## src/nvmw_pkg.sv

```systemverilog
// Constants and types of the nvm write and programming-link block
package nvmw_pkg;
    // Register offsets, byte addresses
    localparam logic [7:0] OFS_RTS = 8'h00;
    localparam logic [7:0] OFS_FPP = 8'h04;
    localparam logic [7:0] OFS_FUP = 8'h08;
    localparam logic [7:0] OFS_PGS = 8'h0c;
    // Field positions
    localparam int RTS_ABORT_BIT = 0;
    localparam int RTS_PROT_BIT = 1;
    localparam int PGS_MODE_BIT = 8;
    // Reset values of the protection window
    localparam logic [7:0] FPP_RST = 8'h00;
    localparam logic [7:0] FUP_RST = 8'h00;
    // Link addresses, mode and command codes
    localparam logic [7:0] ADDR_W = 8'ha0;
    localparam logic [7:0] ADDR_R = 8'ha1;
    localparam logic [7:0] MODE_CODE = 8'h00;
    localparam logic [7:0] CMD_SET_PAGE = 8'h01;
    localparam logic [7:0] CMD_BYTE_WRITE = 8'h02;
    localparam logic [7:0] CMD_BYTE_READ = 8'h03;
    localparam logic [7:0] CMD_STATUS_READ = 8'h04;
    // Error codes, low seven bits of the status byte
    localparam logic [6:0] ERR_WRONG_CMD = 7'h05;
    localparam logic [6:0] ERR_NOT_ALLOWED = 7'h06;
    localparam logic [6:0] ERR_WRONG_MODE = 7'h10;
    // Lock page and the always readable block in it
    localparam logic [7:0] LOCK_PAGE = 8'h30;
    localparam logic [2:0] ID_BLOCK = 3'h3;
    localparam logic [3:0] BITS_PER_BYTE = 4'h8;
    localparam int BLK_BYTES = 32;
    // Write time
    localparam int WR_TIME_NS = 4500000;
    localparam int CLK_NS = 40;
    localparam int WR_CYC_DEF = WR_TIME_NS / CLK_NS;
    localparam int TMR_W = 20;

    typedef enum logic [2:0] {LK_IDLE, LK_RECV, LK_ACK, LK_SEND, LK_RACK, LK_IGN} nvmw_lk_t;
    typedef enum logic [2:0] {PH_CMD, PH_PAGE, PH_WOFS, PH_WDATA, PH_ROFS} nvmw_ph_t;

    typedef struct packed {
        logic                       we;
        logic                       blk;
        logic [7:0]                 page;
        logic [7:0]                 ofs;
        logic [7:0]                 data;
        logic [BLK_BYTES*8-1:0]     blk_data;
    } nvmw_mem_t;

    typedef struct packed {
        logic scl_m; logic scl_s; logic scl_p;
        logic sda_m; logic sda_s; logic sda_p;
        nvmw_lk_t lk; logic [3:0] bcnt; logic [7:0] sh;
        logic first; logic rd_go; logic ign; logic rd_sts; logic mack; logic sda_oe;
        logic in_mode; logic locked; logic err_pend; logic [6:0] err_code; logic sts_armed;
        nvmw_ph_t ph; logic [7:0] page; logic [7:0] ofs;
        logic [7:0] rt_page; logic rt_busy; logic [TMR_W-1:0] tmr;
        logic wr_aborted; logic pg_protected; logic [7:0] lo_pg; logic [7:0] hi_pg;
        nvmw_mem_t rt; nvmw_mem_t mem; logic [31:0] rdata;
    } nvmw_state_t;
endpackage : nvmw_pkg

```

## src/nvmw_ctrl.sv

```systemverilog
// Programming-link error handling and run-time nvm write control
//
// Added by the designer: the register addresses and the plain strobed port.
`timescale 1ns/1ns
module nvmw_ctrl #(
    parameter int WR_CYC = nvmw_pkg::WR_CYC_DEF
) (
    // Clock and reset
    input  wire logic                    CLK_SYS,
    input  wire logic                    NRST,
    // Register port
    input  wire logic [7:0]              REG_ADDR,
    input  wire logic [31:0]             REG_WDATA,
    input  wire logic                    REG_WR,
    input  wire logic                    REG_RD,
    output logic [31:0]                  REG_RDATA,
    // Programming link
    input  wire logic                    PROG_SCL,
    input  wire logic                    PROG_SDA,
    output logic                         PROG_SDA_DRV,
    output logic                         PROG_SDA_OE,
    input  wire logic                    LOCK_BYTE_SET,
    // Core side
    input  wire logic                    CORE_PAGE_SEL,
    input  wire logic [7:0]              CORE_PAGE_VAL,
    input  wire logic                    CORE_EXT_LOAD,
    input  wire logic [7:0]              CORE_LOAD_OFS,
    input  wire logic [7:0]              CORE_LOAD_DATA,
    input  wire logic                    CORE_BLOCK_WRITE,
    input  wire logic [7:0]              CORE_BLOCK_IDX,
    input  wire logic [255:0]            RF_BLOCK_DATA,
    input  wire logic                    IRQ_REQ,
    output logic                         CORE_HALT,
    // Memory array
    output nvmw_pkg::nvmw_mem_t          MEM_WR,
    output logic [15:0]                  MEM_RADDR,
    input  wire logic [7:0]              MEM_RDATA
);

    generate
        if (WR_CYC < 2 || WR_CYC >= (1 << nvmw_pkg::TMR_W)) begin : g_bad
            $error("WR_CYC out of range for the write timer");
        end
    endgenerate

    nvmw_pkg::nvmw_state_t q;
    nvmw_pkg::nvmw_state_t d;
    logic                  scl_rise;
    logic                  scl_fall;
    logic                  l_start;
    logic                  l_stop;
    logic                  prot;
    logic                  rt_go;
    logic [7:0]            b;

    always_comb begin
        d = q;
        d.mem.we = 1'b0;
        d.rdata = '0;
        d.scl_m = PROG_SCL;
        d.scl_s = q.scl_m;
        d.scl_p = q.scl_s;
        d.sda_m = PROG_SDA;
        d.sda_s = q.sda_m;
        d.sda_p = q.sda_s;
        scl_rise = q.scl_s & ~q.scl_p;
        scl_fall = ~q.scl_s & q.scl_p;
        l_start = q.scl_s & q.scl_p & q.sda_p & ~q.sda_s;
        l_stop = q.scl_s & q.scl_p & ~q.sda_p & q.sda_s;
        b = q.sh;

        // Link bit level
        if (l_start) begin
            d.lk = nvmw_pkg::LK_RECV;
            d.bcnt = '0;
            d.first = 1'b1;
            d.sda_oe = 1'b0;
            d.ph = nvmw_pkg::PH_CMD;
        end else if (l_stop) begin
            d.lk = nvmw_pkg::LK_IDLE;
            d.sda_oe = 1'b0;
        end else begin
            case (q.lk)
                nvmw_pkg::LK_RECV: begin
                    if (scl_rise) begin
                        d.sh = {q.sh[6:0], q.sda_s};
                        d.bcnt = q.bcnt + 4'h1;
                    end else if (scl_fall && q.bcnt == nvmw_pkg::BITS_PER_BYTE) begin
                        d.lk = nvmw_pkg::LK_ACK;
                        d.sda_oe = 1'b1;
                        d.rd_go = 1'b0;
                        d.ign = 1'b0;
                        if (q.first) begin
                            d.first = 1'b0;
                            if (b == nvmw_pkg::ADDR_R) begin
                                d.rd_go = 1'b1;
                                d.rd_sts = q.sts_armed;
                                d.sts_armed = 1'b0;
                            end else if (b != nvmw_pkg::ADDR_W) begin
                                d.sda_oe = 1'b0;
                                d.ign = 1'b1;
                            end
                        end else if (q.err_pend) begin
                            d.sda_oe = 1'b0;
                            d.ign = 1'b1;
                            d.err_pend = 1'b0;
                        end else if (!q.in_mode) begin
                            if (b == nvmw_pkg::MODE_CODE) begin
                                d.in_mode = 1'b1;
                                d.locked = LOCK_BYTE_SET;
                            end else begin
                                d.err_code = nvmw_pkg::ERR_WRONG_MODE;
                                d.err_pend = 1'b1;
                            end
                        end else begin
                            case (q.ph)
                                nvmw_pkg::PH_CMD: begin
                                    case (b)
                                        nvmw_pkg::CMD_SET_PAGE: d.ph = nvmw_pkg::PH_PAGE;
                                        nvmw_pkg::CMD_BYTE_READ: d.ph = nvmw_pkg::PH_ROFS;
                                        nvmw_pkg::CMD_BYTE_WRITE: begin
                                            if (q.locked) begin
                                                d.err_code = nvmw_pkg::ERR_NOT_ALLOWED;
                                                d.err_pend = 1'b1;
                                            end else begin
                                                d.ph = nvmw_pkg::PH_WOFS;
                                            end
                                        end
                                        nvmw_pkg::CMD_STATUS_READ: d.sts_armed = 1'b1;
                                        default: begin
                                            d.err_code = nvmw_pkg::ERR_WRONG_CMD;
                                            d.err_pend = 1'b1;
                                        end
                                    endcase
                                end
                                nvmw_pkg::PH_PAGE: begin
                                    d.page = b;
                                    d.ph = nvmw_pkg::PH_CMD;
                                end
                                nvmw_pkg::PH_WOFS: begin
                                    d.ofs = b;
                                    d.ph = nvmw_pkg::PH_WDATA;
                                end
                                nvmw_pkg::PH_WDATA: begin
                                    d.mem.we = 1'b1;
                                    d.mem.blk = 1'b0;
                                    d.mem.page = q.page;
                                    d.mem.ofs = q.ofs;
                                    d.mem.data = b;
                                    d.ph = nvmw_pkg::PH_CMD;
                                end
                                nvmw_pkg::PH_ROFS: begin
                                    d.ph = nvmw_pkg::PH_CMD;
                                    // only the id block while locked
                                    if (q.locked && !(q.page == nvmw_pkg::LOCK_PAGE
                                        && b[7:5] == nvmw_pkg::ID_BLOCK)) begin
                                        d.err_code = nvmw_pkg::ERR_NOT_ALLOWED;
                                        d.err_pend = 1'b1;
                                    end else begin
                                        d.ofs = b;
                                    end
                                end
                                default: d.ph = nvmw_pkg::PH_CMD;
                            endcase
                        end
                    end
                end
                nvmw_pkg::LK_ACK: begin
                    if (scl_fall) begin
                        d.bcnt = '0;
                        d.sda_oe = 1'b0;
                        if (q.ign) begin
                            d.lk = nvmw_pkg::LK_IGN;
                        end else if (q.rd_go) begin
                            d.lk = nvmw_pkg::LK_SEND;
                            // lock bit above the error code
                            d.sh = q.rd_sts ? {q.locked, q.err_code} : MEM_RDATA;
                            d.sda_oe = q.rd_sts ? ~q.locked : ~MEM_RDATA[7];
                        end else begin
                            d.lk = nvmw_pkg::LK_RECV;
                        end
                    end
                end
                nvmw_pkg::LK_SEND: begin
                    if (scl_rise) begin
                        d.bcnt = q.bcnt + 4'h1;
                    end else if (scl_fall) begin
                        if (q.bcnt == nvmw_pkg::BITS_PER_BYTE) begin
                            d.lk = nvmw_pkg::LK_RACK;
                            d.sda_oe = 1'b0;
                        end else begin
                            d.sh = {q.sh[6:0], 1'b0};
                            d.sda_oe = ~q.sh[6];
                        end
                    end
                end
                nvmw_pkg::LK_RACK: begin
                    if (scl_rise) begin
                        d.mack = ~q.sda_s & ~q.rd_sts;
                        if (!q.sda_s && !q.rd_sts) begin
                            d.ofs = q.ofs + 8'h01;
                        end
                    end else if (scl_fall) begin
                        d.bcnt = '0;
                        // Next address had several cycles to settle
                        if (q.mack) begin
                            d.lk = nvmw_pkg::LK_SEND;
                            d.sh = MEM_RDATA;
                            d.sda_oe = ~MEM_RDATA[7];
                        end else begin
                            d.lk = nvmw_pkg::LK_IGN;
                        end
                    end
                end
                nvmw_pkg::LK_IGN: d.sda_oe = 1'b0;
                nvmw_pkg::LK_IDLE: d.sda_oe = 1'b0;
                default: d.lk = nvmw_pkg::LK_IDLE;
            endcase
        end

        // Run-time writes
        if (CORE_PAGE_SEL && !q.rt_busy) begin
            d.rt_page = CORE_PAGE_VAL;
        end
        // window, empty when bounds are equal
        prot = (q.rt_page >= q.lo_pg) && (q.rt_page < q.hi_pg);
        rt_go = !q.rt_busy && (CORE_EXT_LOAD || CORE_BLOCK_WRITE);
        if (rt_go) begin
            if (prot) begin
                d.pg_protected = 1'b1;
            end else begin
                d.rt_busy = 1'b1;
                d.tmr = nvmw_pkg::TMR_W'(WR_CYC - 1);
                d.rt.page = q.rt_page;
                d.rt.blk = CORE_BLOCK_WRITE;
                d.rt.data = CORE_LOAD_DATA;
                d.rt.blk_data = RF_BLOCK_DATA;
                d.rt.ofs = CORE_BLOCK_WRITE ? {CORE_BLOCK_IDX[2:0], 5'h00} : CORE_LOAD_OFS;
            end
        end else if (q.rt_busy) begin
            if (IRQ_REQ) begin
                d.rt_busy = 1'b0;
                d.wr_aborted = 1'b1;
            end else if (q.tmr == '0) begin
                d.rt_busy = 1'b0;
                d.mem = q.rt;
                d.mem.we = 1'b1;
            end else begin
                d.tmr = q.tmr - nvmw_pkg::TMR_W'(1);
            end
        end
        // success clears both flags; a same-cycle abort or refusal wins
        if (d.mem.we && !(q.rt_busy && IRQ_REQ)) begin
            d.wr_aborted = 1'b0;
        end
        if (d.mem.we && !(rt_go && prot)) begin
            d.pg_protected = 1'b0;
        end
        // Programming write wins a same-cycle collision; core is halted then anyway
        if (q.lk == nvmw_pkg::LK_RECV && d.lk == nvmw_pkg::LK_ACK && q.ph == nvmw_pkg::PH_WDATA
            && q.in_mode && !q.first && !q.err_pend) begin
            d.mem.blk = 1'b0;
            d.mem.page = q.page;
            d.mem.ofs = q.ofs;
            d.mem.data = b;
        end

        // Register port
        if (REG_WR) begin
            case (REG_ADDR)
                nvmw_pkg::OFS_FPP: d.lo_pg = REG_WDATA[7:0];
                nvmw_pkg::OFS_FUP: d.hi_pg = REG_WDATA[7:0];
                default: d.rdata = '0;
            endcase
        end
        if (REG_RD) begin
            case (REG_ADDR)
                nvmw_pkg::OFS_RTS: begin
                    d.rdata[nvmw_pkg::RTS_ABORT_BIT] = q.wr_aborted;
                    d.rdata[nvmw_pkg::RTS_PROT_BIT] = q.pg_protected;
                end
                nvmw_pkg::OFS_FPP: d.rdata[7:0] = q.lo_pg;
                nvmw_pkg::OFS_FUP: d.rdata[7:0] = q.hi_pg;
                nvmw_pkg::OFS_PGS: begin
                    d.rdata[7:0] = {q.locked, q.err_code};
                    d.rdata[nvmw_pkg::PGS_MODE_BIT] = q.in_mode;
                end
                default: d.rdata = '0;
            endcase
        end
    end

    always_ff @(posedge CLK_SYS or negedge NRST) begin
        if (!NRST) begin
            q <= '0;
            q.scl_m <= 1'b1;
            q.scl_s <= 1'b1;
            q.scl_p <= 1'b1;
            q.sda_m <= 1'b1;
            q.sda_s <= 1'b1;
            q.sda_p <= 1'b1;
            q.lo_pg <= nvmw_pkg::FPP_RST;
            q.hi_pg <= nvmw_pkg::FUP_RST;
        end else begin
            q <= d;
        end
    end

    assign REG_RDATA = q.rdata;
    assign PROG_SDA_DRV = 1'b0;
    assign PROG_SDA_OE = q.sda_oe;
    assign CORE_HALT = q.rt_busy;
    assign MEM_WR = q.mem;
    assign MEM_RADDR = {q.page, q.ofs};

    AST_NACK_AFTER_ERR: assert property (@(posedge CLK_SYS) disable iff (!NRST)
        q.err_pend && q.lk == nvmw_pkg::LK_RECV && scl_fall && q.bcnt == nvmw_pkg::BITS_PER_BYTE
        && !q.first && !l_start && !l_stop |=> q.lk == nvmw_pkg::LK_ACK && !PROG_SDA_OE && q.ign)
        else $error("byte after an error was acknowledged");
    AST_STATUS_MSB: assert property (@(posedge CLK_SYS) disable iff (!NRST)
        q.lk == nvmw_pkg::LK_ACK && scl_fall && q.rd_go && q.rd_sts && !q.ign && !l_start && !l_stop
        |=> q.sh == {q.locked, q.err_code})
        else $error("status byte does not carry lock bit and error code");
    AST_HALT_HELD: assert property (@(posedge CLK_SYS) disable iff (!NRST)
        q.rt_busy && !IRQ_REQ && q.tmr != '0 |=> CORE_HALT && !MEM_WR.we)
        else $error("core released before the write finished");
    AST_IRQ_ABORT: assert property (@(posedge CLK_SYS) disable iff (!NRST)
        q.rt_busy && IRQ_REQ |=> !CORE_HALT && q.wr_aborted && !MEM_WR.we)
        else $error("interrupt did not abort the write");
    AST_COMMIT: assert property (@(posedge CLK_SYS) disable iff (!NRST)
        q.rt_busy && !IRQ_REQ && q.tmr == '0 |=> MEM_WR.we && !CORE_HALT && MEM_WR.page == $past(q.rt.page))
        else $error("write did not commit at the end of the write time");
    AST_BLOCK_SRC: assert property (@(posedge CLK_SYS) disable iff (!NRST)
        $rose(q.rt_busy) && $past(CORE_BLOCK_WRITE) |-> q.rt.blk && q.rt.blk_data == $past(RF_BLOCK_DATA)
        && q.rt.ofs[4:0] == 5'h00)
        else $error("block write did not capture the register file block");
    AST_PROT_ABORT: assert property (@(posedge CLK_SYS) disable iff (!NRST)
        rt_go && q.rt_page >= q.lo_pg && q.rt_page < q.hi_pg |=> q.pg_protected && !q.rt_busy)
        else $error("write to a protected page was not refused");
    AST_EQUAL_BOUNDS: assert property (@(posedge CLK_SYS) disable iff (!NRST)
        rt_go && q.lo_pg == q.hi_pg |=> q.rt_busy && $stable(q.pg_protected))
        else $error("equal bounds still protected a page");
    AST_FLAGS_CLEAR: assert property (@(posedge CLK_SYS) disable iff (!NRST)
        MEM_WR.we && !$past(q.rt_busy && IRQ_REQ) && !$past(rt_go && prot) |-> !q.wr_aborted && !q.pg_protected)
        else $error("abort flags survived a successful write");

endmodule : nvmw_ctrl

```

## config.mk

```make
export PLATFORM = sky130hd
export DESIGN_NAME = nvmw_ctrl
export DESIGN_NICKNAME = d
export VERILOG_FILES = /design/src/nvmw_pkg.sv /design/src/nvmw_ctrl.sv
export SDC_FILE = /design/constraint.sdc
export NUM_CORES = 1
export LEC_CHECK = 0
export BUFFER_PORTS_ARGS = -buffer_cell sky130_fd_sc_hd__buf_2
export CORE_AREA = 4 4 259 261
export DETAILED_ROUTE_END_ITERATION = 16
export DIE_AREA = 0 0 263 265
export GPL_ROUTABILITY_DRIVEN = 0
export PLACE_DENSITY = 0.72
export SYNTH_ARGS = -nofsm -noshare
export SYNTH_HDL_FRONTEND = slang
export SYNTH_SLANG_ARGS = --single-unit
```

## constraint.sdc

```tcl
create_clock -name CLK_SYS -period 2.1 [get_ports CLK_SYS]
set_input_delay 0.42 -clock CLK_SYS [delete_from_list [all_inputs] [get_ports CLK_SYS]]
set_output_delay 0.42 -clock CLK_SYS [all_outputs]
set_load 0.02 [all_outputs]
```

* Yosys cells after proc, flatten, opt, wreduce, memory -nomap -nowiden *
Index checks and enable logic that the tools add are counted.
Widths: inputs -> output; s select.

cells by class
  add/subtract/negate cells = 3
  order comparisons = 2
  equality and inequality tests = 71
  mux-type cells = 127
  bitwise operators = 25
  reductions and logical operators = 69

operator list
  kind                   number
  $mux 282               4
  $mux 26                9
  $mux 8                 23
  $pmux 8 s2             4
  $mux 31                2
  $mux 20                3
  $pmux 12 s4            1
  $mux 15                3
  $mux 21                2
  $mux 1                 41
  $ne 2x2->1 const B     20
  $mux 19                2
  $ne 4x4->1 const B     9
  $reduce_and 9->1       4
  $mux 3                 10
  $mux 27                1
  $mux 25                1
  $reduce_and 12->1      2
  $reduce_bool 2->1      12
  $mux 22                1
  $reduce_and 7->1       3
  $logic_not 20->1       1
  $ne 10x10->1 const B   2
  $sub 20x1->20 const B  1
  other kinds (55)       136

word-level totals
  flip-flop bits (word level) = 699
  bits of input ports = 347
  output and inout port bits = 333
  word-level logic and storage cells = 339

* Depth between registers and ports, before layout *
  depth after elaboration = 21
  gate-level depth with buffers = 11
  depth with buffers taken out = 9

* Worst setup path after synthesis *
Ideal clock, no wire load.

  path type = flip-flop to flip-flop
  start = register q[637] in the netlist's numbering
  end = register q[341] in the netlist's numbering
  library setup time = 0.065 ns
  data arrival time = 2.160 ns
  data required time = 2.035 ns
  slack = -0.125 ns
  cell stages (with the launch flop) = 11
  path buffers = 3
  clock period less this slack = 2.225 ns
  cells stage by stage = dfrtp_1 > ha_1 > a211oi_1 > o21ai_0 > a21oi_1 > o41a_1 > buf_2 > buf_2 > clkbuf_1 > nand2_1 > nand2_1

between the ends
  word-level cells in the longest chain between the ends = 4
  elaborated cells between the ends (all ways) = 5
  classes of those cells = order compare: 2; bitwise: 1; reduce/logical: 2

ends and longest elaborated chain
  item                                             line              text
  start, declared                                  nvmw_ctrl.sv:46   nvmw_pkg::nvmw_state_t q;
  $ge 8x8->1 / $lt 8x8->1 (equally long branches)  nvmw_ctrl.sv:226  prot = (q.rt_page >= q.lo_pg) && (q.rt_page < q.hi_pg);
  $logic_and 1x1->1 *                              nvmw_ctrl.sv:226
  $not 1->1 (no source line) *                     --
  $reduce_and 2->1 (no source line) *              --

Mark *: on every way between the ends. The rest lies on a longest branch, timed or not.
A chain may end at the register's enable or synchronous reset.

* Worst setup path after layout *
  start = register q[640] in the netlist's numbering
  end = register q[567] in the netlist's numbering

Same word-level chain as after synthesis.

==> impl_metrics.json <==
{
  "max_clock_freq_ghz": 0.394,
  "worst_setup_path_start_kind": "flip-flop",
  "synthDistinctLibCells": 68,
  "tritoncts": "done",
  "fin_skew_ns": 0.0228,
  "syn_inst": 3331,
  "synth_seq_area_share_pct": 56.7,
  "die_w_um": 263,
  "wire_per_inst_um": 18.7,
  "r2r_end": "q[567]",
  "syn_area_per_cell_um2": 8.93,
  "routed_wl_um": 92400,
  "synth_commonest_cells": "nand2_1, dfrtp_1, buf_4",
  "violations": "negative setup slack",
  "min_to": "q[405]",
  "root_buffer": "clkbuf_16",
  "nNetsFinal": 4372,
  "grt_pass1_wl_um": 137000,
  "hold_class": "primary input to flip-flop",
  "drc_errors": 0,
  "die_y_um": 265,
  "clk_pin_slew_worst_paths_ns": 0.06,
  "worstPathArrival_ns": 3.00,
  "layout-drive-gt1-share_pct": 29.4,
  "fin_tns_setup_ns": -106.74,
  "clock-sinks": 673,
  "grt_pass1_vias": 24900,
  "ios": 680,
  "drtIter0Drc": 2468,
  "worst_slew_pin_slew_ns": 0.550,
  "grt_max_degree": 95,
  "synth-seq-cells": 673,
  "dieArea_mm2": 0.0697,
  "row_count": 93,
  "synth_area_leaders": "dfrtp_1, nand2_1, buf_4",
  "end_kind": "flip-flop",
  "holdCritStartpoint": "RF_BLOCK_DATA[91]",
  "leakage_nw": 21.5,
  "reg2reg_depth": 13,
  "ys_async_sr_fraction_pct": 100,
  "utilization_pct": 60.2,
  "synth_edf_count": 0,
  "synth_top_area_share_pct": 56.1,
  "overflow": 0,
  "place.port_buffers": 626,
  "crit_fanout": 7,
  "power.density_mw_per_mm2": 1230,
  "worstPathRequired_ns": 2.57,
  "clock_path_buffers": 3,
  "cts_inserted_buffers": 74,
  "report.final.hold_viol_count": 0,
  "post_dp_cell_area_mm2": 0.0330,
  "power.total_mw": 47.5,
  "worstSetupPathType": "flip-flop to flip-flop",
  "dp_hpwl_um": 59000,
  "seqCellArea_mm2": 0.0169,
  "period_share_pct": 121,
  "ys.flop_type": "dfrtp_1",
  "antenna_left": 0,
  "fin_ws_ns": -0.436,
  "area_delta_synth_final_pct": 30.5,
  "fin_crit_ns": 2.54,
  "status": "finished, violations left",
  "syn_area_mm2": 0.0297,
  "core_mm2": 0.0645,
  "setup_violations": 468,
  "initial_utilization_pct": 46.1,
  "cap_violations": 0,
  "r2r-start": "q[640]",
  "hold_path_depth": 3,
  "clk_latency_ns": 0.60,
  "final.fill_count": 5099,
  "via_per_inst": 5.05,
  "vias": 24900,
  "yosysMostFrequentCell": "nand2_1",
  "vdd_drop_max_mv": 0.740,
  "multi_input_area_mm2": 0.0103,
  "design_area_mm2": 0.0388,
  "synth_largest_area_cell": "dfrtp_1",
  "r2r_slack_ns": -0.44,
  "grt_use_total_pct": 24.3,
  "htreeDepth": 3,
  "maxSlewViolCount": 0,
  "antenna_found_initial": 15,
  "dr.pass1.iters": 8,
  "holdWs_ns": 0.0429,
  "yosysWarnings": 0,
  "rsz0062_at_grt": "yes",
  "relSlewSlack_pct": 63.2
}
==> placed cells by master, fill, tap and decap left out, types with 8 or more instances in the layout <==
cell type	instances
dfrtp_1	665
nand2_4	20
clkbuf_1	21
clkinv_2	10
buf_2	625
buf_16	14
nand2_2	76
o21ai_1	8
nor3_1	16
o21ai_0	51
nor2b_1	15
a21oi_1	43
dlygate4sd3_1	177
a22o_1	11
conb_1	24
mux2_2	47
buf_4	169
ha_1	11
clkbuf_8	14
diode_2	14
clkbuf_16	88
buf_12	47
nand3_1	15
nor2_1	75
mux2i_1	11
buf_6	8
nand2_1	1551
inv_1	25
nand2b_1	14
a22oi_1	37
==> how the worst max path moves through the flow <==
stage,endpoint,cells past startpoint,slack (ns),startpoint
floorplan,q[615],8,-0.1,q[640]
global placement,q[615],9,-0.25,q[640]
detailed placement,q[630],9,-0.27,q[637]
CTS,q[615],11,-0.29,q[601]
global route,q[566],13,-0.49,q[640]
finish,q[567],13,-0.44,q[640]
==> flip-flops by register name, indices dropped and copies added (netlist names) <==
register and cells:
q 352, MEM_WR 282, MEM_RADDR 16, REG_RDATA 9
b 8, d 4, CORE_HALT 1, PROG_SDA_OE 1
==> critical path: stages (launching register included) <==
cell and delay, ns:
dfrtp_1 0.44, ha_4 0.30, buf_4 0.10, nand4_1 0.14, a221oi_4 0.32, buf_6 0.17, o41ai_4 0.07, buf_4 0.16
buf_12 0.14, buf_16 0.17, buf_12 0.15, buf_16 0.14, nand2_2 0.05, nand2_1 0.05
==> per-layer routing <==
metal  track usage (%)  vias to the layer above  wire length, um
li1                  -                    11500                -
met1              30.4                    12000            35600
met2              40.8                     1089            45800
met3              4.46                      305             6070
met4              12.4                        2             4990
met5                 0                        -               13
==> area by class of cell <==
cell class | instances | share of cell area, %
inverter | 30 | 0.290
timing repair buffer | 1060 | 20.7
clock buffer | 110 | 5.54
multi-input combinational | 2167 | 26.5
clock inverter | 22 | 0.642
tap | 855 | 2.76
antenna | 14 | 0.0903
sequential | 673 | 43.4
==> logic make-up (layout without fill, tap and decap cells) <==
group | Yosys count | in the layout | share of synthesized area (%)
mux | 58 | 58 | 2.15
xor+xnor | 10 | 10 | 0.295
other cells | 1 | 38 | 0.0126
buf+inv | 514 | 1222 | 11.0
simple gates | 1841 | 1841 | 24.4
flops | 673 | 673 | 56.7
compound gates | 215 | 215 | 4.69
fa+ha+maj | 19 | 19 | 0.800
==> what timing repair did <==
action | CTS | global route
gates resized for setup | 62 | 124
hold endpoints to repair | 203 | 0
hold buffers | 177 | 0
gates cloned | 8 | 18
pin swaps | 43 | 73
setup endpoints to repair | 580 | 615
setup buffers | 15 | 12
==> report_power, final <==
group	total (mW)	switching [mW]	internal (mW)
combinational	16.5	8.81	7.74
sequential	18.2	2.05	16.1
clock	12.8	5.32	7.50
total	47.5	16.2	31.3
==> stage by stage <==
step	cells	worst slack, ns
after floorplan	3354	-0.0983
after global placement	4558	-0.247
after detailed placement	4558	-0.269
after CTS	4890	-0.288
after global routing	4930	-0.488
final	4931	-0.436
Note: power is estimated with default switching activity, not from simulation.
